**config.mk**
```make
export PLATFORM = sky130hd
export DESIGN_NAME = supply_droop_detector
export DESIGN_NICKNAME = d
export VERILOG_FILES = /design/src/core/droop_pkg.sv /design/src/core/supply_droop_detector.sv
export SDC_FILE = /design/constraint.sdc
export NUM_CORES = 1
export LEC_CHECK = 0
export BUFFER_PORTS_ARGS = -buffer_cell sky130_fd_sc_hd__buf_2
export CAP_MARGIN = 20
export CORE_ASPECT_RATIO = 0.8
export CORE_MARGIN = 3
export CORE_UTILIZATION = 30
export DETAILED_ROUTE_END_ITERATION = 7
export GPL_TIMING_DRIVEN = 1
export SLEW_MARGIN = 20
export SYNTH_ARGS = -nofsm -noshare
export SYNTH_HDL_FRONTEND = slang
export SYNTH_SLANG_ARGS = --single-unit
```
**constraint.sdc**
```tcl
create_clock -name SYS_CLK_IN -period 3.4 [get_ports SYS_CLK_IN]
set_input_delay 0.51 -clock SYS_CLK_IN [delete_from_list [all_inputs] [get_ports SYS_CLK_IN]]
set_output_delay 0.51 -clock SYS_CLK_IN [all_outputs]
set_load 0.005 [all_outputs]
```
**src/core/droop_pkg.sv**
```systemverilog
/*
 Constants for the supply droop detector control block: register offsets,
 field positions, reset values and settle timing. Assumes a 10 MHz clock.
*/
package droop_pkg;
	localparam int          CLK_PERIOD_NS   = 100;
	localparam logic [11:0] OFS_LV_CTRL     = 12'h000;
	localparam logic [11:0] OFS_CORE_INT    = 12'h004;
	localparam logic [11:0] OFS_PFLAGS2     = 12'h008;
	localparam logic [11:0] OFS_PENABLES2   = 12'h00C;
	localparam logic [11:0] OFS_PPRIO2      = 12'h010;
	localparam int          BIT_STABLE      = 5;
	localparam int          BIT_POWER_EN    = 4;
	localparam int          LEVEL_LSB       = 0;
	localparam int          LEVEL_W         = 4;
	localparam int          BIT_DROOP       = 2;
	localparam int          BIT_GLOBAL_EN   = 7;
	localparam logic [3:0]  LEVEL_RESET     = 4'h5;
	localparam logic [3:0]  LEVEL_RESERVED  = 4'hF;
	localparam logic [7:0]  LV_CTRL_RESET   = 8'h05;
	localparam logic [7:0]  BYTE_ZERO       = 8'h00;
	localparam logic [31:0] WORD_ZERO       = 32'h0000_0000;
	localparam int          SETTLE_TIME_NS  = 20000;
	localparam int          SETTLE_CYCLES   = (SETTLE_TIME_NS + CLK_PERIOD_NS - 1) / CLK_PERIOD_NS;
	localparam int          CNT_W           = 16;
endpackage

```
**src/core/supply_droop_detector.sv**
```systemverilog
/*
 Supply droop detector control: control register, droop flag, enable and
 priority bits over APB, settle timing, sleep wake. Assumes an analog
 comparator and reference outside, reporting asynchronously.
*/
// Our own choices: register access over APB and the placing of the registers.
// Operation
// - Detector runs only while power enable is one; otherwise no flag set.
// - Stable flag stays low after each enable until reference has settled.
// - Droop flag never rises from a trip while the stable flag is clear; a software write to flags-two can still set it.
// - Four-bit trip level: 0000 lowest, 1110 highest, 1111 reserved; the code still accepts 1111 and drives it on TRIP_LEVEL_OUT.
// - Comparator trip while enabled and stable sets the droop flag.
// - Droop flag sits in flags-two bit 2 until software clears it.
// - Interrupt request only with local enable and global enable both set.
// - Settle interval is a fixed time, not a clock-speed dependent count; here a fixed count of SETTLE_CYCLES clocks, sized for a 10 MHz clock.
// - Excursions before settling ends may be missed.
// - Detection keeps running in sleep; a trip sets flag, and wakes when the local enable is set.
// - After wake, vector taken only when global interrupts enabled.
// - Reset: enable zero, stable zero, trip level 0101; detector off.
`timescale 1ns/1ps
module supply_droop_detector
	import droop_pkg::*;
(
	input  wire logic        SYS_CLK_IN,
	input  wire logic        RESET_IN,
	input  wire logic        PSEL_IN,
	input  wire logic        PENABLE_IN,
	input  wire logic        PWRITE_IN,
	input  wire logic [11:0] PADDR_IN,
	input  wire logic [31:0] PWDATA_IN,
	input  wire logic [3:0]  PSTRB_IN,
	input  wire logic        TRIP_COMPARE_IN,
	input  wire logic        REF_READY_IN,
	input  wire logic        SLEEP_IN,
	output logic      [31:0] PRDATA_OUT,
	output logic             PREADY_OUT,
	output logic             PSLVERR_OUT,
	output logic             DETECTOR_POWER_OUT,
	output logic      [3:0]  TRIP_LEVEL_OUT,
	output logic             DROOP_IRQ_OUT,
	output logic             DROOP_IRQ_HIGH_OUT,
	output logic             WAKE_OUT,
	output logic             VECTOR_TAKE_OUT
);
	logic [7:0]       ctrl_q, ctrl_d;
	logic [7:0]       core_int_q, core_int_d;
	logic [7:0]       pflags_q, pflags_d;
	logic [7:0]       penables_q, penables_d;
	logic [7:0]       pprio_q, pprio_d;
	logic [CNT_W-1:0] settle_q, settle_d;
	logic             stable_q, stable_d;
	logic [1:0]       trip_sync_q;
	logic [1:0]       ref_sync_q;
	logic [31:0]      rdata_q, rdata_d;
	logic             slverr_q, slverr_d;

	function automatic logic hit(input logic [11:0] a, input logic [11:0] ofs);
		return a == ofs;
	endfunction

	wire logic access   = PSEL_IN && PENABLE_IN;
	wire logic wr       = access && PWRITE_IN && PSTRB_IN[0];
	wire logic sel_ctrl = hit(PADDR_IN, OFS_LV_CTRL);
	wire logic sel_core = hit(PADDR_IN, OFS_CORE_INT);
	wire logic sel_flag = hit(PADDR_IN, OFS_PFLAGS2);
	wire logic sel_en   = hit(PADDR_IN, OFS_PENABLES2);
	wire logic sel_pri  = hit(PADDR_IN, OFS_PPRIO2);
	wire logic mapped   = sel_ctrl | sel_core | sel_flag | sel_en | sel_pri;
	wire logic power_en = ctrl_q[BIT_POWER_EN];
	wire logic trip_s   = trip_sync_q[1];
	wire logic ref_s    = ref_sync_q[1];
	wire logic trip_evt = power_en && stable_q && trip_s;
	wire logic req_loc  = pflags_q[BIT_DROOP] && penables_q[BIT_DROOP];
	wire logic [7:0] ctrl_rd = {2'b00, stable_q, ctrl_q[BIT_POWER_EN], ctrl_q[LEVEL_LSB +: LEVEL_W]};

	always_ff @(posedge SYS_CLK_IN) begin
		if (RESET_IN) begin
			trip_sync_q <= 2'b00;
			ref_sync_q  <= 2'b00;
		end else begin
			trip_sync_q <= {trip_sync_q[0], TRIP_COMPARE_IN};
			ref_sync_q  <= {ref_sync_q[0], REF_READY_IN};
		end
	end

	always_ff @(posedge SYS_CLK_IN) begin
		if (RESET_IN) begin
			ctrl_q     <= LV_CTRL_RESET;
			core_int_q <= BYTE_ZERO;
			pflags_q   <= BYTE_ZERO;
			penables_q <= BYTE_ZERO;
			pprio_q    <= BYTE_ZERO;
			settle_q   <= '0;
			stable_q   <= 1'b0;
			rdata_q    <= WORD_ZERO;
			slverr_q   <= 1'b0;
		end else begin
			ctrl_q     <= ctrl_d;
			core_int_q <= core_int_d;
			pflags_q   <= pflags_d;
			penables_q <= penables_d;
			pprio_q    <= pprio_d;
			settle_q   <= settle_d;
			stable_q   <= stable_d;
			rdata_q    <= rdata_d;
			slverr_q   <= slverr_d;
		end
	end

	always_comb begin
		ctrl_d     = ctrl_q;
		core_int_d = core_int_q;
		penables_d = penables_q;
		pprio_d    = pprio_q;
		pflags_d   = pflags_q;
		// Only enable and level are writable; stable is read-only
		if (wr && sel_ctrl) begin
			ctrl_d = {3'b000, PWDATA_IN[BIT_POWER_EN], PWDATA_IN[LEVEL_LSB +: LEVEL_W]};
		end
		if (wr && sel_core) begin
			core_int_d = PWDATA_IN[7:0];
		end
		if (wr && sel_en) begin
			penables_d = {7'b0000000, PWDATA_IN[BIT_DROOP]} << BIT_DROOP;
		end
		if (wr && sel_pri) begin
			pprio_d = {7'b0000000, PWDATA_IN[BIT_DROOP]} << BIT_DROOP;
		end
		if (wr && sel_flag) begin
			pflags_d[BIT_DROOP] = PWDATA_IN[BIT_DROOP];
		end
		if (trip_evt) begin
			pflags_d[BIT_DROOP] = 1'b1;
		end
	end

	always_comb begin
		settle_d = settle_q;
		stable_d = stable_q;
		if (!power_en) begin
			settle_d = '0;
			stable_d = 1'b0;
		end else if (settle_q < CNT_W'(SETTLE_CYCLES)) begin
			settle_d = settle_q + CNT_W'(1);
		end else if (ref_s) begin
			stable_d = 1'b1;
		end
	end

	always_comb begin
		rdata_d  = rdata_q;
		slverr_d = 1'b0;
		if (PSEL_IN && !PENABLE_IN) begin
			slverr_d = !mapped;
			rdata_d  = WORD_ZERO;
			if (sel_ctrl) rdata_d[7:0] = ctrl_rd;
			if (sel_core) rdata_d[7:0] = core_int_q;
			if (sel_flag) rdata_d[7:0] = pflags_q;
			if (sel_en) rdata_d[7:0] = penables_q;
			if (sel_pri) rdata_d[7:0] = pprio_q;
		end
	end

	assign PRDATA_OUT         = rdata_q;
	assign PREADY_OUT         = 1'b1;
	assign PSLVERR_OUT        = access && slverr_q;
	assign DETECTOR_POWER_OUT = power_en;
	assign TRIP_LEVEL_OUT     = ctrl_q[LEVEL_LSB +: LEVEL_W];
	assign DROOP_IRQ_OUT      = req_loc && core_int_q[BIT_GLOBAL_EN];
	assign DROOP_IRQ_HIGH_OUT = DROOP_IRQ_OUT && pprio_q[BIT_DROOP];
	assign WAKE_OUT           = SLEEP_IN && req_loc;
	assign VECTOR_TAKE_OUT    = WAKE_OUT && core_int_q[BIT_GLOBAL_EN];

	a_flag_needs_stable: assert property (@(posedge SYS_CLK_IN) disable iff (RESET_IN)
		$rose(pflags_q[BIT_DROOP]) |-> $past(stable_q) || $past(wr && sel_flag)) else $error("flag rose unstable");
	a_off_not_stable: assert property (@(posedge SYS_CLK_IN) disable iff (RESET_IN)
		!power_en |=> !stable_q) else $error("stable while off");
	a_settle_wait: assert property (@(posedge SYS_CLK_IN) disable iff (RESET_IN)
		$rose(stable_q) |-> settle_q == CNT_W'(SETTLE_CYCLES)) else $error("stable too early");
	a_trip_sets: assert property (@(posedge SYS_CLK_IN) disable iff (RESET_IN)
		trip_evt |=> pflags_q[BIT_DROOP]) else $error("trip lost");
	a_flag_holds: assert property (@(posedge SYS_CLK_IN) disable iff (RESET_IN)
		pflags_q[BIT_DROOP] && !(wr && sel_flag) |=> pflags_q[BIT_DROOP]) else $error("flag dropped");
	a_irq_gate: assert property (@(posedge SYS_CLK_IN) disable iff (RESET_IN)
		DROOP_IRQ_OUT |-> penables_q[BIT_DROOP] && core_int_q[BIT_GLOBAL_EN]) else $error("irq ungated");
	a_off_no_set: assert property (@(posedge SYS_CLK_IN) disable iff (RESET_IN)
		!power_en && !pflags_q[BIT_DROOP] && !(wr && sel_flag) |=> !pflags_q[BIT_DROOP]) else $error("set while off");
	a_reset_ctrl: assert property (@(posedge SYS_CLK_IN)
		RESET_IN |=> ctrl_q == LV_CTRL_RESET && !stable_q) else $error("bad reset value");
	a_vector_gate: assert property (@(posedge SYS_CLK_IN) disable iff (RESET_IN)
		VECTOR_TAKE_OUT |-> WAKE_OUT && core_int_q[BIT_GLOBAL_EN]) else $error("vector ungated");
	a_wake_sleep: assert property (@(posedge SYS_CLK_IN) disable iff (RESET_IN)
		SLEEP_IN && pflags_q[BIT_DROOP] && penables_q[BIT_DROOP] |-> WAKE_OUT) else $error("no wake");
	c_stable: cover property (@(posedge SYS_CLK_IN) $rose(stable_q));
	c_trip: cover property (@(posedge SYS_CLK_IN) trip_evt);
	c_wake: cover property (@(posedge SYS_CLK_IN) WAKE_OUT);
	c_vector: cover property (@(posedge SYS_CLK_IN) VECTOR_TAKE_OUT);
endmodule // supply_droop_detector

```
* Word-level counts from Yosys, hierarchy flattened
Cells that the tools add are included. Widths: inputs -> output; s select.
Cells by class: reductions and logical operators 24, add/sub/neg operators 1, eq/ne operators 4, mux-type cells 7, bitwise gates (word level) 7, $lt $le $gt $ge 1
Operator list (count):
- $mux 8 | 4
- $eq 12x4->1 const B | 2
- $logic_and 1x1->1 | 17
- $add 16x1->16 const B | 1
- $lt 16x8->1 const B | 1
- $eq 12x3->1 const B | 1
- $eq 12x5->1 const B | 1
- $logic_not 12->1 | 1
- $mux 6 | 1
- $or 1x1->1 | 4
- $reduce_or 2->1 | 2
- $not 1->1 | 3
- $logic_not 1->1 | 2
- $mux 1 | 2
- $reduce_and 2->1 | 1
- $reduce_bool 2->1 | 1
Storage, ports and cells: bits in registers 46, bits of input ports 56

* Longest topological paths before layout
depth in word-level cells 6, mapped depth 6, depth with buffers taken out 4

* Worst setup path after synthesis
Ideal clock, no wire load.
path kind in2reg, from input PADDR_IN[4], to register rdata_q[0] (netlist: PRDATA_OUT[0]), data required time 3.341 ns, buffers on the path 1, arrival 1.573 ns, stages on the path 5, path slack 1.767 ns, setup time 0.059 ns, cells stage by stage clkbuf_1 -> nor3b_1 -> nand4_1 -> nor2_1 -> a221o_1
On the way: word-level cells in the longest chain between the ends 6
RTL lines:
- start: declaration | line supply_droop_detector.sv:29 | input wire logic [11:0] PADDR_IN,
- $logic_not 12->1 | line supply_droop_detector.sv:58 | return a == ofs;
- $mux 6 | line supply_droop_detector.sv:156 | if (sel_ctrl) rdata_d[7:0] = ctrl_rd;
- $mux 8 | line supply_droop_detector.sv:157 | if (sel_core) rdata_d[7:0] = core_int_q;
- $mux 8 | line supply_droop_detector.sv:158 | if (sel_flag) rdata_d[7:0] = pflags_q;
- $mux 8 | line supply_droop_detector.sv:159 | if (sel_en) rdata_d[7:0] = penables_q;
- $mux 8 (*) | line supply_droop_detector.sv:160 | if (sel_pri) rdata_d[7:0] = pprio_q;
- end signal: assignment | line supply_droop_detector.sv:105 | rdata_q <= rdata_d;
- end: declaration | line supply_droop_detector.sv:54 | logic [31:0] rdata_q, rdata_d;
Mark *: on every way between the ends. The rest lies on a longest branch, timed or not. A chain may end at the register's enable or synchronous reset.

* Worst setup path after layout
from input PADDR_IN[1], to register rdata_q[3] (netlist: PRDATA_OUT[3])
Same word-level chain as after synthesis.

==> impl_metrics.py <==
metrics = {
    "outcome": {
        "status": "complete, no violations",
    },
    "floorplan": {
        "die_x_um": 101,
        "io-pin-count": 99,
        "dieArea_um2": 8270,
        "die_height_um": 81.9,
        "coreArea_um2": 6930,
        "initial_core_util_pct": 31.2,
        "rows": 27,
    },
    "sta": {
        "tns_ps": 0,
        "finalSetupViolations": 0,
        "min_period_ps": 1810,
        "worstMarginPinSlew_ps": 553,
        "rsz0062_at_grt": "false",
        "timing.fmax_ghz": 0.552,
        "period_share_pct": 53.3,
        "hold_viol_final": 0,
        "drv_slew": 0,
        "slew-limit-headroom_pct": 63.0,
        "setup_slack_ps": 1590,
        "skew_ps": 7.21,
    },
    "grt": {
        "grt_max_degree": 31,
        "grt-ovfl-total": 0,
        "grt_pass1_vias": 1523,
        "grt_pass1_wl_um": 7250,
        "antenna_found_initial": 0,
        "grtUsageTotal_pct": 11.2,
    },
    "worst_setup_path": {
        "cp-start-kind": "primary input",
        "end_kind": "flop",
        "cp.required_ps": 3640,
        "cp.arrival_ps": 2050,
        "worstPathMaxFanout": 9,
        "crit_type": "primary input to flop",
    },
    "place": {
        "dp_slack_ps": 1260,
        "dpl.hpwl_um": 3350,
        "routabilityCongestion": 0.782,
        "place_area_um2": 2360,
        "port_buffers": 46,
    },
    "layout": {
        "fin_nets": 336,
        "layout-drive-gt1-share_pct": 21.4,
        "post-route-util_pct": 35.4,
        "fillers": 724,
        "multiInputGateArea_um2": 1100,
        "antenna_cells": 0,
        "syn2layout_area_growth_pct": 13.4,
        "fin_area_um2": 2450,
        "regArea_um2": 921,
    },
    "synth": {
        "synth_area_leader_cell": "dfxtp_1",
        "yosys-top-cells-count": "dfxtp_1, buf_4, a21oi_1, nor2_1",
        "async_reset_ff_share_pct": 0,
        "synth.avg_cell_area_um2": 9.08,
        "syn-instance-count": 238,
        "synth_enable_flop_cells": 0,
        "synth-main-ff-cell": "dfxtp_1",
        "synth_top_area_share_pct": 42.6,
        "yosys.cell_count.top_type": "dfxtp_1",
        "syn-cell-area_um2": 2160,
        "ys_seq_elements": 46,
        "synthTopCellsByArea": "dfxtp_1, buf_4, and2_1",
        "yosysUniqueCellTypes": 39,
        "ys_warn_count": 0,
        "ys_seq_area_share_pct": 42.6,
    },
    "route": {
        "firstDrtPassIters": 4,
        "drtAntennaViolNets": 0,
        "vias_per_cell": 4.57,
        "drc": 0,
        "wl_um": 4520,
        "avgRoutedWirePerCell_um": 12.3,
        "num_vias": 1677,
        "drtIter0Drc": 57,
    },
    "power_and_ir_drop": {
        "clkPwrFrac_pct": 36.3,
        "ir_drop_mv": 0.189,
        "p_int_mw": 0.725,
        "pwr-share-comb_pct": 5.9,
        "finalPower_mw": 0.937,
        "seqPwrFrac_pct": 57.8,
        "netSwitchingPower_mw": 0.212,
        "p_leak_nw": 0.980,
        "switching_share_pct": 22.6,
        "p_per_area_nw_per_um2": 382,
    },
    "cts": {
        "cts_buffers": 5,
        "tritoncts": "yes",
        "cts.root.buffer_cell": "clkbuf_8",
        "path_clk_slew_ps": 90,
        "htreeDepth": 2,
        "cts_sinks": 46,
        "ctsLongestPathBuffers": 2,
        "clk_latency_ps": 300,
        "hold_buffers": 0,
        "ctsResizeCount": 0,
        "cts_setup_buffers": 0,
    },
    "flow_run": {
        "maxCapViolations": 0,
    },
    "hold_path": {
        "hp-class": "primary input to flop",
    },
}
final cells by class:
cell class              count  share of cell area [%]
multi-input cells         180                    44.9
flip-flops and latches     46                    37.6
repair buffers             46                    9.39
well taps                  87                    4.44
clock buffers               7                    3.52
clock inverters             1                   0.204
flip-flops by register name (all words and copies together) (netlist names), 2 cells and up:
signal,cells
PRDATA_OUT,8
core_int_q,8
settle_q,16
ctrl_q,5
ref_sync_q,2
trip_sync_q,2
per-layer routing:
metal  GRT usage [%]  part of all wire, %  vias up
met5               0                    0        -
met1            15.1                   50      761
met2            17.0                   44       39
met4            4.38                  1.3        0
li1                -                    -      870
met3            3.06                  5.0        7
through the flow:
step / std cells / hold WS, ps
final: 367 / 423
after CTS: 367 / 417
after global placement: 359 / 425
after global routing: 367 / 443
after detailed placement: 359 / 430
after floorplan: 261 / 414
final timing paths:
kind | start | to | slack (ps) | cells past startpoint
worst max-delay path | PADDR_IN[1] | PRDATA_OUT[3] | 1590 | 5
worst min-delay path | REF_READY_IN | ref_sync_q[0] | 420 | 2
worst max register to register | settle_q[5] | settle_q[5] | 1750 | 4
worst min register to register | ref_sync_q[0] | ref_sync_q[1] | 450 | 1
power by group through the flow:
stage                     clock (mW)  combinational, mW  sequential [mW]
after floorplan                    0             0.0511            0.554
after global placement             0             0.0536            0.554
after detailed placement           0             0.0543            0.554
after CTS                      0.350             0.0546            0.541
after global routing           0.367             0.0624            0.542
final                          0.340             0.0552            0.541
critical path: stages:
cell     delay (ps)
buf_2           110
nor4_4          410
nand4_1         380
nor2_1          440
a221o_1         200
kinds of logic (layout without fill, tap and decap cells):
| logic type | after synthesis | in the layout | share of synthesized area, % |
|---|---|---|---|
| flip-flops | 46 | 46 | 42.6 |
| AND/OR/NAND/NOR | 100 | 100 | 28.3 |
| buffers and inverters | 35 | 54 | 10.5 |
| adder cells (fa/ha/maj) | 1 | 1 | 0.579 |
| AO/OA/AOI/OAI | 45 | 45 | 13.6 |
| other | 2 | 25 | 0.347 |
| multiplexers | 7 | 7 | 3.24 |
| XOR/XNOR | 2 | 2 | 0.810 |
cell usage in the layout (no fill, tap or decap), drive strengths merged:
| cell type | n |
|---|---|
| nor4 | 4 |
| and3 | 3 |
| o2bb2ai | 1 |
| mux2i | 7 |
| nand2 | 12 |
| clkbuf | 7 |
| xor2 | 2 |
| and4 | 3 |
| a221o | 5 |
| a21oi | 16 |
| and2 | 15 |
| o41ai | 1 |
| nand4 | 7 |
| o31ai | 2 |
| nand4b | 1 |
| buf | 46 |
| or4 | 3 |
| conb | 25 |
| nor3 | 2 |
| clkinv | 1 |
| nor2b | 8 |
| ha | 1 |
| o311ai | 1 |
| nand2b | 8 |
| nor2 | 17 |
| nor3b | 1 |
| or3 | 1 |
| a41oi | 1 |
| dfxtp | 46 |
| a31oi | 1 |
| o21ai | 15 |
| nand3 | 15 |
| o211ai | 1 |
| o21a | 1 |
Note: power is estimated with default switching activity, not from simulation.
